### config.mk
export PLATFORM = sky130hd
export DESIGN_NAME = taq_tone_access_qualifier
export DESIGN_NICKNAME = d
export VERILOG_FILES = /design/src/taq_pkg.sv /design/src/taq_tone_access_qualifier.sv
export SDC_FILE = /design/constraint.sdc
export NUM_CORES = 1
export LEC_CHECK = 0
export BUFFER_PORTS_ARGS = -buffer_cell sky130_fd_sc_hd__buf_2
export CORE_ASPECT_RATIO = 1.75
export CORE_MARGIN = 3
export CORE_UTILIZATION = 53
export CTS_BUF_LIST = sky130_fd_sc_hd__clkbuf_4
export DETAILED_ROUTE_END_ITERATION = 8
export GPL_TIMING_DRIVEN = 0
export PLACE_DENSITY = 0.81
export SETUP_SLACK_MARGIN = 0.5
export SYNTH_ARGS = -nofsm -noshare
export SYNTH_HDL_FRONTEND = slang
export SYNTH_SLANG_ARGS = --single-unit
### constraint.sdc
create_clock -name clk -period 2.3 [get_ports clk]
set_clock_uncertainty 0.15 [all_clocks]
set_input_delay 0.345 -clock clk [delete_from_list [all_inputs] [get_ports clk]]
set_output_delay 0.345 -clock clk [all_outputs]
set_load 0.03 [all_outputs]
### src/taq_pkg.sv
// taq_pkg: shared constants and carrier types for the tone access qualifier
// assumes a single 10 MHz system clock and the plain register port
package taq_pkg;

  // register offsets, byte addresses on the plain port
  localparam logic [7:0] TAQ_OFF_POLARITY  = 8'h00; // tone input sense bits
  localparam logic [7:0] TAQ_OFF_STATUS    = 8'h04; // qualified levels
  localparam logic [7:0] TAQ_OFF_SPARE_CMD = 8'h08; // spare audio on/off
  localparam logic [7:0] TAQ_OFF_SPARE_TMO = 8'h0C; // timeout in seconds
  localparam logic [7:0] TAQ_OFF_GROUP0    = 8'h10; // remote output group 0
  localparam logic [7:0] TAQ_OFF_GROUP1    = 8'h14; // remote output group 1
  localparam logic [7:0] TAQ_OFF_CTRL      = 8'h18; // retransmit, mic
  localparam logic [7:0] TAQ_OFF_SERIAL    = 8'h1C; // serial frame / busy

  // polarity field positions
  localparam int TAQ_POL_MAIN_BIT = 0;  // main tone input sense
  localparam int TAQ_POL_USER_BIT = 1;  // user-only tone input sense
  // control field positions
  localparam int TAQ_CTL_RETX_BIT = 0;  // retransmit control receiver
  localparam int TAQ_CTL_MIC_BIT  = 1;  // local mic active
  // spare command field positions
  localparam int TAQ_SPR_ON_BIT   = 0;  // start spare audio
  localparam int TAQ_SPR_HANG_BIT = 1;  // user hangup

  // command codes that program the tone input senses
  localparam logic [15:0] TAQ_CODE_MAIN_POL = 16'h5104;
  localparam logic [15:0] TAQ_CODE_USER_POL = 16'h5112;

  // reset values
  localparam logic [1:0] TAQ_POL_RST     = 2'h3;  // both active high
  localparam logic [7:0] TAQ_TMO_RST     = 8'h3C; // 60 s spare timeout
  localparam logic [1:0] TAQ_CTL_RST     = 2'h0;

  // timing: one second tick at the 10 MHz clock
  localparam int TAQ_CLK_HZ       = 10_000_000;
  localparam int TAQ_TICK_MS      = 1000;
  localparam int TAQ_TICK_CYCLES  = TAQ_CLK_HZ / 1000 * TAQ_TICK_MS;
  // serial frame shape
  localparam int TAQ_FRAME_BITS   = 24;
  localparam int TAQ_BIT_CYCLES   = 100;       // 100 kbit/s serial rate

  // decoder access owner
  typedef enum logic [3:0]
  {
    TAQ_SRC_NONE = 4'h1,
    TAQ_SRC_MIC  = 4'h2,
    TAQ_SRC_CTRL = 4'h4,
    TAQ_SRC_RPT  = 4'h8
  } taq_src_t;

  // serial shifter states
  typedef enum logic [2:0]
  {
    TAQ_SH_IDLE = 3'h1,
    TAQ_SH_BIT  = 3'h2,
    TAQ_SH_DONE = 3'h4
  } taq_sh_t;

  // qualified access levels
  typedef struct packed
  {
    logic repeater_access;  // may use the repeater
    logic user_level;       // user commands allowed
    logic operator_level;   // control operator functions allowed
  } taq_access_t;

  // synchronised raw pin levels
  typedef struct packed
  {
    logic tone_main;
    logic tone_user;
    logic carrier;
    logic busy;
  } taq_pins_t;

endpackage : taq_pkg

### src/taq_tone_access_qualifier.sv
// taq_tone_access_qualifier: tone access gating, decoder priority, spare
// audio keying, remote output groups and remote-base serial stream
// assumes pins are asynchronous, register port is on clk, reset synchronous
// Summary of operation
// main tone qualifies all gated activities
// user tone qualifies user commands only
// each tone input has programmable sense
// codes 5104/5112 set sense; 1=high
// switch 3 sets carrier detect sense
// installer sets switch 3 ON without receiver
// control receiver gets decoder after mic
// owner maps channel 4 for control receiver
// retransmit control receiver only if selected
// spare command keys tx, routes spare audio
// user hangup ends spare audio
// programmable timeout ends spare audio
// owner maps channel 3 for spare audio; decoder_owner has no spare audio code, spare_audio_route alone carries it
// two 8-bit groups, whole-group updates
// five bits select tone, sixth enables
// serial stream carries stored tone bits
// serial stream carries voice recorder control
// voice recorder reports on busy input
// two-stage sync before polarity applied
module taq_tone_access_qualifier
#(
  parameter int TICK_CYCLES = taq_pkg::TAQ_TICK_CYCLES // long count
)
(
  input  wire logic        clk,
  input  wire logic        rst,
  // register port
  input  wire logic [7:0]  addr,
  input  wire logic [31:0] wdata,
  input  wire logic        wr,
  input  wire logic        rd,
  output logic      [31:0] rdata,
  // asynchronous pins
  input  wire logic        sub_audible_tone_present_main,
  input  wire logic        sub_audible_tone_present_user,
  input  wire logic        carrier_detect_input,
  input  wire logic        voice_recorder_busy,
  input  wire logic        config_switch3_on,
  // decoder requests
  input  wire logic        repeater_rx_active,
  // outputs
  output taq_pkg::taq_access_t access,
  output taq_pkg::taq_src_t    decoder_owner,
  output logic             ctrl_rx_retransmit,
  output logic             tx_key,
  output logic             spare_audio_route,
  output logic      [7:0]  group0_out,
  output logic      [7:0]  group1_out,
  output logic             serial_data,
  output logic             serial_clk,
  output logic             serial_latch
);

  // elaboration checks: a tick needs at least one cycle, and the bit
  // divider is seven bits wide, so a longer bit time would wrap it
  if (TICK_CYCLES < 1)
  begin : g_tick_check
    $error("TICK_CYCLES must be at least one");
  end
  if (taq_pkg::TAQ_BIT_CYCLES > 128 || taq_pkg::TAQ_BIT_CYCLES < 2)
  begin : g_bit_check
    $error("bit time must be 2 to 128 cycles");
  end

  // two-stage synchronisers, first stage read only by the second
  taq_pkg::taq_pins_t pins_meta_q;   // first stage
  taq_pkg::taq_pins_t pins_q;        // second stage, safe to read
  logic               sw3_meta_q;    // switch first stage
  logic               sw3_q;         // switch second stage

  // synchronise every asynchronous pin before any logic looks at it
  always_ff @(posedge clk)
  begin
    pins_meta_q <= '{sub_audible_tone_present_main,
                     sub_audible_tone_present_user,
                     carrier_detect_input,
                     voice_recorder_busy};
    pins_q      <= pins_meta_q;
    sw3_meta_q  <= config_switch3_on;
    sw3_q       <= sw3_meta_q;
  end

  // software state
  logic [1:0]  pol_q;      // tone senses, 1 = active high
  logic [1:0]  ctl_q;      // retransmit and mic bits
  logic [7:0]  tmo_q;      // spare timeout, seconds, zero disables
  logic [7:0]  grp0_q;     // remote output group 0
  logic [7:0]  grp1_q;     // remote output group 1
  logic [23:0] frame_q;    // pending serial frame
  logic        send_q;     // frame waiting to go

  // write decode
  // a strobe at an unmapped address decodes to nothing and is dropped
  wire w_pol   = wr && (addr == taq_pkg::TAQ_OFF_POLARITY);
  wire w_spare = wr && (addr == taq_pkg::TAQ_OFF_SPARE_CMD);
  wire w_tmo   = wr && (addr == taq_pkg::TAQ_OFF_SPARE_TMO);
  wire w_grp0  = wr && (addr == taq_pkg::TAQ_OFF_GROUP0);
  wire w_grp1  = wr && (addr == taq_pkg::TAQ_OFF_GROUP1);
  wire w_ctl   = wr && (addr == taq_pkg::TAQ_OFF_CTRL);
  wire w_ser   = wr && (addr == taq_pkg::TAQ_OFF_SERIAL);

  // sense command: code in [31:16], sense bit in [0]
  wire [15:0] pol_code = wdata[31:16];
  wire        pol_main = w_pol && (pol_code == taq_pkg::TAQ_CODE_MAIN_POL);
  wire        pol_user = w_pol && (pol_code == taq_pkg::TAQ_CODE_USER_POL);

  // polarity register, only the two known codes take effect
  always_ff @(posedge clk)
  begin
    if (rst)
      pol_q <= taq_pkg::TAQ_POL_RST;
    else
    begin
      if (pol_main)
        pol_q[taq_pkg::TAQ_POL_MAIN_BIT] <= wdata[0];
      if (pol_user)
        pol_q[taq_pkg::TAQ_POL_USER_BIT] <= wdata[0];
    end
  end

  // plain control registers; groups load all eight bits in one write
  always_ff @(posedge clk)
  begin
    if (rst)
    begin
      ctl_q  <= taq_pkg::TAQ_CTL_RST;
      tmo_q  <= taq_pkg::TAQ_TMO_RST;
      grp0_q <= 8'h00;
      grp1_q <= 8'h00;
    end
    else
    begin
      if (w_ctl)
        ctl_q <= wdata[1:0];
      if (w_tmo)
        tmo_q <= wdata[7:0];
      if (w_grp0)
        grp0_q <= wdata[7:0];
      if (w_grp1)
        grp1_q <= wdata[7:0];
    end
  end

  // apply senses after synchronisation
  wire tone_main = ~(pins_q.tone_main ^ pol_q[taq_pkg::TAQ_POL_MAIN_BIT]);
  wire tone_user = ~(pins_q.tone_user ^ pol_q[taq_pkg::TAQ_POL_USER_BIT]);
  // switch on means active high; an absent receiver reads idle low
  wire carrier   = ~(pins_q.carrier ^ sw3_q);

  // access levels: main tone qualifies all, user tone only user level
  assign access.repeater_access = tone_main;
  assign access.operator_level  = tone_main;
  assign access.user_level      = tone_main | tone_user;

  // decoder priority: mic, then control receiver, then repeater input
  // a repeater request only wins while neither higher source is active
  wire mic_on = ctl_q[taq_pkg::TAQ_CTL_MIC_BIT];
  assign decoder_owner = mic_on             ? taq_pkg::TAQ_SRC_MIC  :
                         carrier            ? taq_pkg::TAQ_SRC_CTRL :
                         repeater_rx_active ? taq_pkg::TAQ_SRC_RPT  :
                                              taq_pkg::TAQ_SRC_NONE;

  // retransmit only when the operator option is set and carrier is up
  assign ctrl_rx_retransmit = carrier &&
                              ctl_q[taq_pkg::TAQ_CTL_RETX_BIT];

  // spare audio session with one-second ticks for the timeout
  logic                     spare_q;   // spare audio active
  logic [$clog2(TICK_CYCLES+1)-1:0] tick_q; // sub-second counter
  logic [7:0]               secs_q;    // seconds on
  wire tick_done = (tick_q == ($bits(tick_q))'(TICK_CYCLES - 1));
  wire spare_on  = w_spare && wdata[taq_pkg::TAQ_SPR_ON_BIT];
  wire hangup    = w_spare && wdata[taq_pkg::TAQ_SPR_HANG_BIT];
  wire timed_out = (tmo_q != 8'h00) && (secs_q >= tmo_q);

  // hangup and timeout win over a start in the same cycle
  always_ff @(posedge clk)
  begin
    if (rst)
    begin
      spare_q <= 1'b0;
      tick_q  <= '0;
      secs_q  <= 8'h00;
    end
    else if (hangup || (spare_q && timed_out))
    begin
      spare_q <= 1'b0;
      tick_q  <= '0;
      secs_q  <= 8'h00;
    end
    // a start while already on leaves the running count alone
    else if (spare_on && !spare_q)
    begin
      spare_q <= 1'b1;
      tick_q  <= '0;
      secs_q  <= 8'h00;
    end
    else if (spare_q)
    begin
      // count seconds while active, saturating
      tick_q <= tick_done ? '0 : tick_q + 1'b1;
      if (tick_done && secs_q != 8'hFF)
        secs_q <= secs_q + 8'h01;
    end
  end

  assign tx_key            = spare_q || ctrl_rx_retransmit;
  assign spare_audio_route = spare_q;
  assign group0_out        = grp0_q;
  assign group1_out        = grp1_q;

  // serial frame: [23:16] tone bits, [15:8] recorder control, [7:0] data
  // a write while a frame is shifting is ignored; poll busy first
  taq_pkg::taq_sh_t         sh_q;      // shifter state
  logic [4:0]               bit_q;     // bits left after the current one
  logic [6:0]               div_q;     // bit-time divider
  logic [23:0]              shreg_q;   // shifting data
  wire div_end = (div_q == 7'(taq_pkg::TAQ_BIT_CYCLES - 1));
  wire sh_busy = (sh_q != taq_pkg::TAQ_SH_IDLE);

  // frame capture
  always_ff @(posedge clk)
  begin
    if (rst)
    begin
      frame_q <= 24'h000000;
      send_q  <= 1'b0;
    end
    else if (w_ser && !sh_busy && !send_q)
    begin
      frame_q <= wdata[23:0];
      send_q  <= 1'b1;
    end
    // the idle shifter takes the frame on this edge, so the request drops
    else if (sh_q == taq_pkg::TAQ_SH_IDLE)
      send_q  <= 1'b0;
  end

  // msb-first shifter, one bit per bit time, latch pulse at the end
  always_ff @(posedge clk)
  begin
    if (rst)
    begin
      sh_q    <= taq_pkg::TAQ_SH_IDLE;
      bit_q   <= 5'h00;
      div_q   <= 7'h00;
      shreg_q <= 24'h000000;
    end
    else
    begin
      case (sh_q)
        taq_pkg::TAQ_SH_IDLE:
        begin
          div_q <= 7'h00;
          if (send_q)
          begin
            shreg_q <= frame_q;
            bit_q   <= 5'(taq_pkg::TAQ_FRAME_BITS - 1);
            sh_q    <= taq_pkg::TAQ_SH_BIT;
          end
        end
        taq_pkg::TAQ_SH_BIT:
        begin
          div_q <= div_end ? 7'h00 : div_q + 7'h01;
          if (div_end)
          begin
            shreg_q <= {shreg_q[22:0], 1'b0};
            if (bit_q == 5'h00)
              sh_q <= taq_pkg::TAQ_SH_DONE;
            else
              bit_q <= bit_q - 5'h01;
          end
        end
        taq_pkg::TAQ_SH_DONE:
          sh_q <= taq_pkg::TAQ_SH_IDLE;
        default:
          sh_q <= taq_pkg::TAQ_SH_IDLE;
      endcase
    end
  end

  // link clock and latch leave through flip-flops so that a one-hot state
  // change can never glitch them; each flop is loaded with what the state
  // will show after this edge, so neither lags the data by a cycle
  logic serial_clk_q;    // clock pin, high in the second half of a bit
  logic serial_latch_q;  // latch pin, one cycle after the last bit
  wire  sh_in_bit      = (sh_q == taq_pkg::TAQ_SH_BIT);
  wire  serial_clk_d   = sh_in_bit && !div_end &&
                         (div_q >= 7'(taq_pkg::TAQ_BIT_CYCLES / 2 - 1));
  wire  serial_latch_d = sh_in_bit && div_end && (bit_q == 5'h00);

  // output flops for the link strobes
  always_ff @(posedge clk)
  begin
    if (rst)
    begin
      serial_clk_q   <= 1'b0;
      serial_latch_q <= 1'b0;
    end
    else
    begin
      serial_clk_q   <= serial_clk_d;
      serial_latch_q <= serial_latch_d;
    end
  end

  assign serial_data  = shreg_q[23];
  assign serial_clk   = serial_clk_q;
  assign serial_latch = serial_latch_q;

  // read mux, one cycle later; unmapped reads zero
  logic [31:0] rmux;
  always_comb
  begin
    case (addr)
      taq_pkg::TAQ_OFF_POLARITY:  rmux = {30'h0, pol_q};
      taq_pkg::TAQ_OFF_STATUS:    rmux = {24'h0, pins_q.busy, carrier,
                                          tone_user, tone_main, 1'b0,
                                          access};
      taq_pkg::TAQ_OFF_SPARE_CMD: rmux = {24'h0, secs_q[6:0], spare_q};
      taq_pkg::TAQ_OFF_SPARE_TMO: rmux = {24'h0, tmo_q};
      taq_pkg::TAQ_OFF_GROUP0:    rmux = {24'h0, grp0_q};
      taq_pkg::TAQ_OFF_GROUP1:    rmux = {24'h0, grp1_q};
      taq_pkg::TAQ_OFF_CTRL:      rmux = {30'h0, ctl_q};
      taq_pkg::TAQ_OFF_SERIAL:    rmux = {6'h0, pins_q.busy,
                                          sh_busy | send_q, frame_q};
      default:                    rmux = 32'h0;
    endcase
  end

  // read data register; zero outside the answer cycle, so a stale word
  // left on the bus can never be taken for a fresh read
  always_ff @(posedge clk)
  begin
    if (rst)
      rdata <= 32'h0;
    else
      rdata <= rd ? rmux : 32'h0;
  end

endmodule // taq_tone_access_qualifier

==> summary.md <==
| Metric | Value |
|---|---|
| Worst Setup Slack, final | -0.183 ns |
| CTS Buf Count | 17 |
| Fillers | 741 |
| Die Y | 159 um |
| Worst endpoint required time | 2.62 ns |
| Outcome | finished, violations left |
| Worst Tran Pin Value | 0.833 ns |
| Initial core utilization | 0.545 |
| RSZ-0062 raised after global routing | yes |
| Number of synthesized flops with an enable pin | 0 |
| Clk sinks | 163 |
| Area grow syn2layout | 47.0% |
| Setup crit end kind | flip-flop |
| Syn avg cell area | 8.85 um2 |
| CP arrival | 2.80 ns |
| Latest clock arrival within the worst-skew pair | roughly 0.58 ns |
| Setup TNS | -1.85 ns |
| GRT Resource Usage Total | 0.327 |
| Final setup fails | 29 |
| Share of flip-flops with an asynchronous set or reset | 0 |
| Final #Nets | 1099 |
| Failing checks | setup timing |
| Tcrit/Tclk final | 1.08 |
| Sequential share of the synthesized area | 0.458 |
| Drt pass-1 iters | 8 |
| Die X | 93.6 um |
| Pre-CTS setup slack | -0.319 ns |
| Hold Path Class | in -> reg |
| P_leak | 4.27 nW |
| Global-route wire length before repair | 38.1 mm |
| Total power | 5.25 mW |
| Relative slew slack | 0.445 |
| Detail Placement HPWL | 14.7 mm |
| # DRC | 0 |
| Slew Limit Fails | 0 |
| Total Wirelength | between 20 and 30 mm |
| Io pins | approximately 110 |
| Clock Path Buffers | 2 |
| Antenna Violating Nets Remaining | 0 |
| # H-tree levels | 4 |
| Synth warnings | 0 |
| Post-synth top flop | dfxtp_1 |
| Site row count | 55 |
| Total number of vias | 7668 |
| Initial antenna violation count | 2 |
| Max Clk Rate | 0.403 GHz |
| Layout cells sized above 1 | 0.394 |
| Die Area | 14900 um2 |
| Number of global-route vias before repair | 7474 |
| Tmin final | 2.48 ns |
| #FFs+latches synth | around 160 |
| Grt ovf | 0 |
| Worst hold slack | 0.0737 ns |
| CTS tree | yes |
| Worst IR Drop VDD | 0.000344 V |
| Worst-path clk slew | 0.14 ns |
| Root buffer cell | clkbuf_4 |
| Post-Synthesis Cell Area | 7120 um2 |
| Worst-path maximum fanout | 8 |
| Post-Syn Instances | roughly 810 |
| Vias per cell | 6.28 |
| Crit Path Class | reg -> reg |
| Fin. Hold Viols | 0 |
| Port Buffers | 102 |
| Initial DRC Count | 741 |
| Maxcap violations | 0 |
| Netlist cell types | 63 |
| CP startpoint kind | flip-flop |
| Pin count of the biggest net entering global routing | 17 |
| Power per Cell Area | 502 nW/um2 |
| GPL Wtd Cong | roughly 0.9 |
| Core Region | 13100 um2 |
| DR WL/cell | 22.8 um |
## layout make-up
cell class / instances / area, um2 / area share
Tap cell: 171 / 214 / 0.0204
Sequential cell: 163 / 3320 / 0.318
Timing Repair Buffer: 206 / 1650 / 0.158
Inverter: 18 / 71.3 / 0.00681
Buffer: 54 / 448 / 0.0428
Clock buffer: 17 / 128 / 0.0122
Multi-Input combinational cell: 575 / 4400 / 0.420
Clock inverter: 15 / 228 / 0.0218
Antenna cell: 2 / 5.00 / 0.000478
## synthesized netlist by cell type (all sizes together) (3+ instances only)
| cell | instances | area share |
|---|---|---|
| xnor2 | 18 | 0.022 |
| a221oi | 3 | 0.0037 |
| nand2 | 104 | 0.055 |
| clkbuf | 32 | 0.017 |
| or2 | 4 | 0.0035 |
| or3b | 3 | 0.0037 |
| o21ai | 10 | 0.0070 |
| a21o | 3 | 0.0032 |
| nand4b | 3 | 0.0037 |
| nor2 | 77 | 0.041 |
| nor2b | 5 | 0.0044 |
| ha | 14 | 0.025 |
| a31oi | 8 | 0.0070 |
| o21a | 3 | 0.0032 |
| nor4b | 4 | 0.0058 |
| or4b | 5 | 0.0070 |
| nand3 | 41 | 0.030 |
| or4 | 7 | 0.0074 |
| a21oi | 33 | 0.023 |
| buf | 22 | 0.020 |
| and2 | 19 | 0.017 |
| nor4 | 11 | 0.011 |
| a211oi | 3 | 0.0032 |
| inv | 17 | 0.0090 |
| xor2 | 13 | 0.016 |
| nor3 | 49 | 0.040 |
| dfxtp | 163 | 0.46 |
| nand4 | 10 | 0.0088 |
| a22oi | 10 | 0.011 |
| o31ai | 3 | 0.0032 |
| mux2i | 34 | 0.048 |
| a311oi | 26 | 0.032 |
| nand3b | 3 | 0.0032 |
| nor3b | 6 | 0.0063 |
| mux2 | 8 | 0.013 |
| nand2b | 4 | 0.0035 |
| and3 | 10 | 0.0088 |
## layer usage
metal,share of wire,track usage
met2,0.51,0.590
met1,0.31,0.319
met5,0,0
met3,0.081,0.0700
met4,0.099,0.232
## critical path, cell delays in order (launching register included)
cell	delay (ns)
dfxtp_2	0.35
or4b_4	0.54
or4_4	0.53
buf_8	0.16
or4_4	0.42
a31oi_1	0.18
nor3_1	0.06
## logic make-up (layout without fill, tap and decap cells)
family                     count (synthesis)  after routing  share of synthesized area
and+or+nand+nor                          368            368                      0.261
DFF                                      163            163                      0.458
AOI/OAI and AO/OA                        114            114                      0.111
buffers and inverters                     72            310                     0.0459
muxes                                     42             42                     0.0604
xor gates and xnor gates                  31             31                     0.0381
adders and majority gates                 14             14                     0.0246
other                                      1              8                   0.000527
## path summary, 6_finish.rpt
check / startpoint / endpoint / slack (ns) / cells past startpoint
worst max-delay path: tick_q[7] / tick_q[1] / -0.18 / 6
worst min-delay path: wdata[0] / group0_out[0] / 0.07 / 3
worst max register to register: tick_q[7] / tick_q[1] / -0.18 / 6
worst min register to register: sw3_meta_q / sw3_q / 0.19 / 0
## placed cells by master (no fill, tap or decap), drive strengths merged, types with 5 or more instances in the layout
cell type and count:
nor3 49, xor2 13, conb 6, dfxtp 163
nor2 77, xnor2 18, nand3 41, o21ai 10
or4b 5, nor2b 5, mux2i 34, nand2 104
nor3b 6, nor4 11, buf 202, a22oi 10
clkinv 5, dlygate4sd3 28, or4 7, mux2 8
a31oi 8, inv 21, and3 10, nand4 10
a21oi 33, a311oi 26, ha 14, and2 19
clkbuf 47, bufinv 5
## sequential cells by signal, summed over array words and instances, names as in the netlist, 2 cells and up
signal       cells
pins_meta_q      4
rdata           26
secs_q           8
frame_q         24
shreg_q         24
ctl_q            2
bit_q            5
tick_q          24
tmo_q            8
pol_q            2
group1_out       8
pins_q           4
group0_out       8
sh_q             3
div_q            7
## per-stage QoR
stage	instance area (um2)	instances	util
after global routing	10500	1221	0.800
after CTS	9910	1197	0.758
after floorplan	7490	810	-
after detailed placement	8220	1083	0.629
final	10500	1221	0.800
after global placement	8220	1083	0.629
## timing repair
action | CTS | global route
setup endpoints to repair | 122 | 120
buffers inserted | 49 | 22
resized for setup | 138 | 94
pin swaps | 31 | 38
cloned | 5 | 0
hold buffers | 28 | 0
endpoints found under the hold margin | 52 | 0
## power breakdown
part	switching (mW)	leakage [nW]	internal, mW
clock network	1.11	0.185	0.985
logic	0.192	2.76	0.133
registers	0.00867	1.33	2.83
Note: power is estimated with default switching activity, not from simulation.
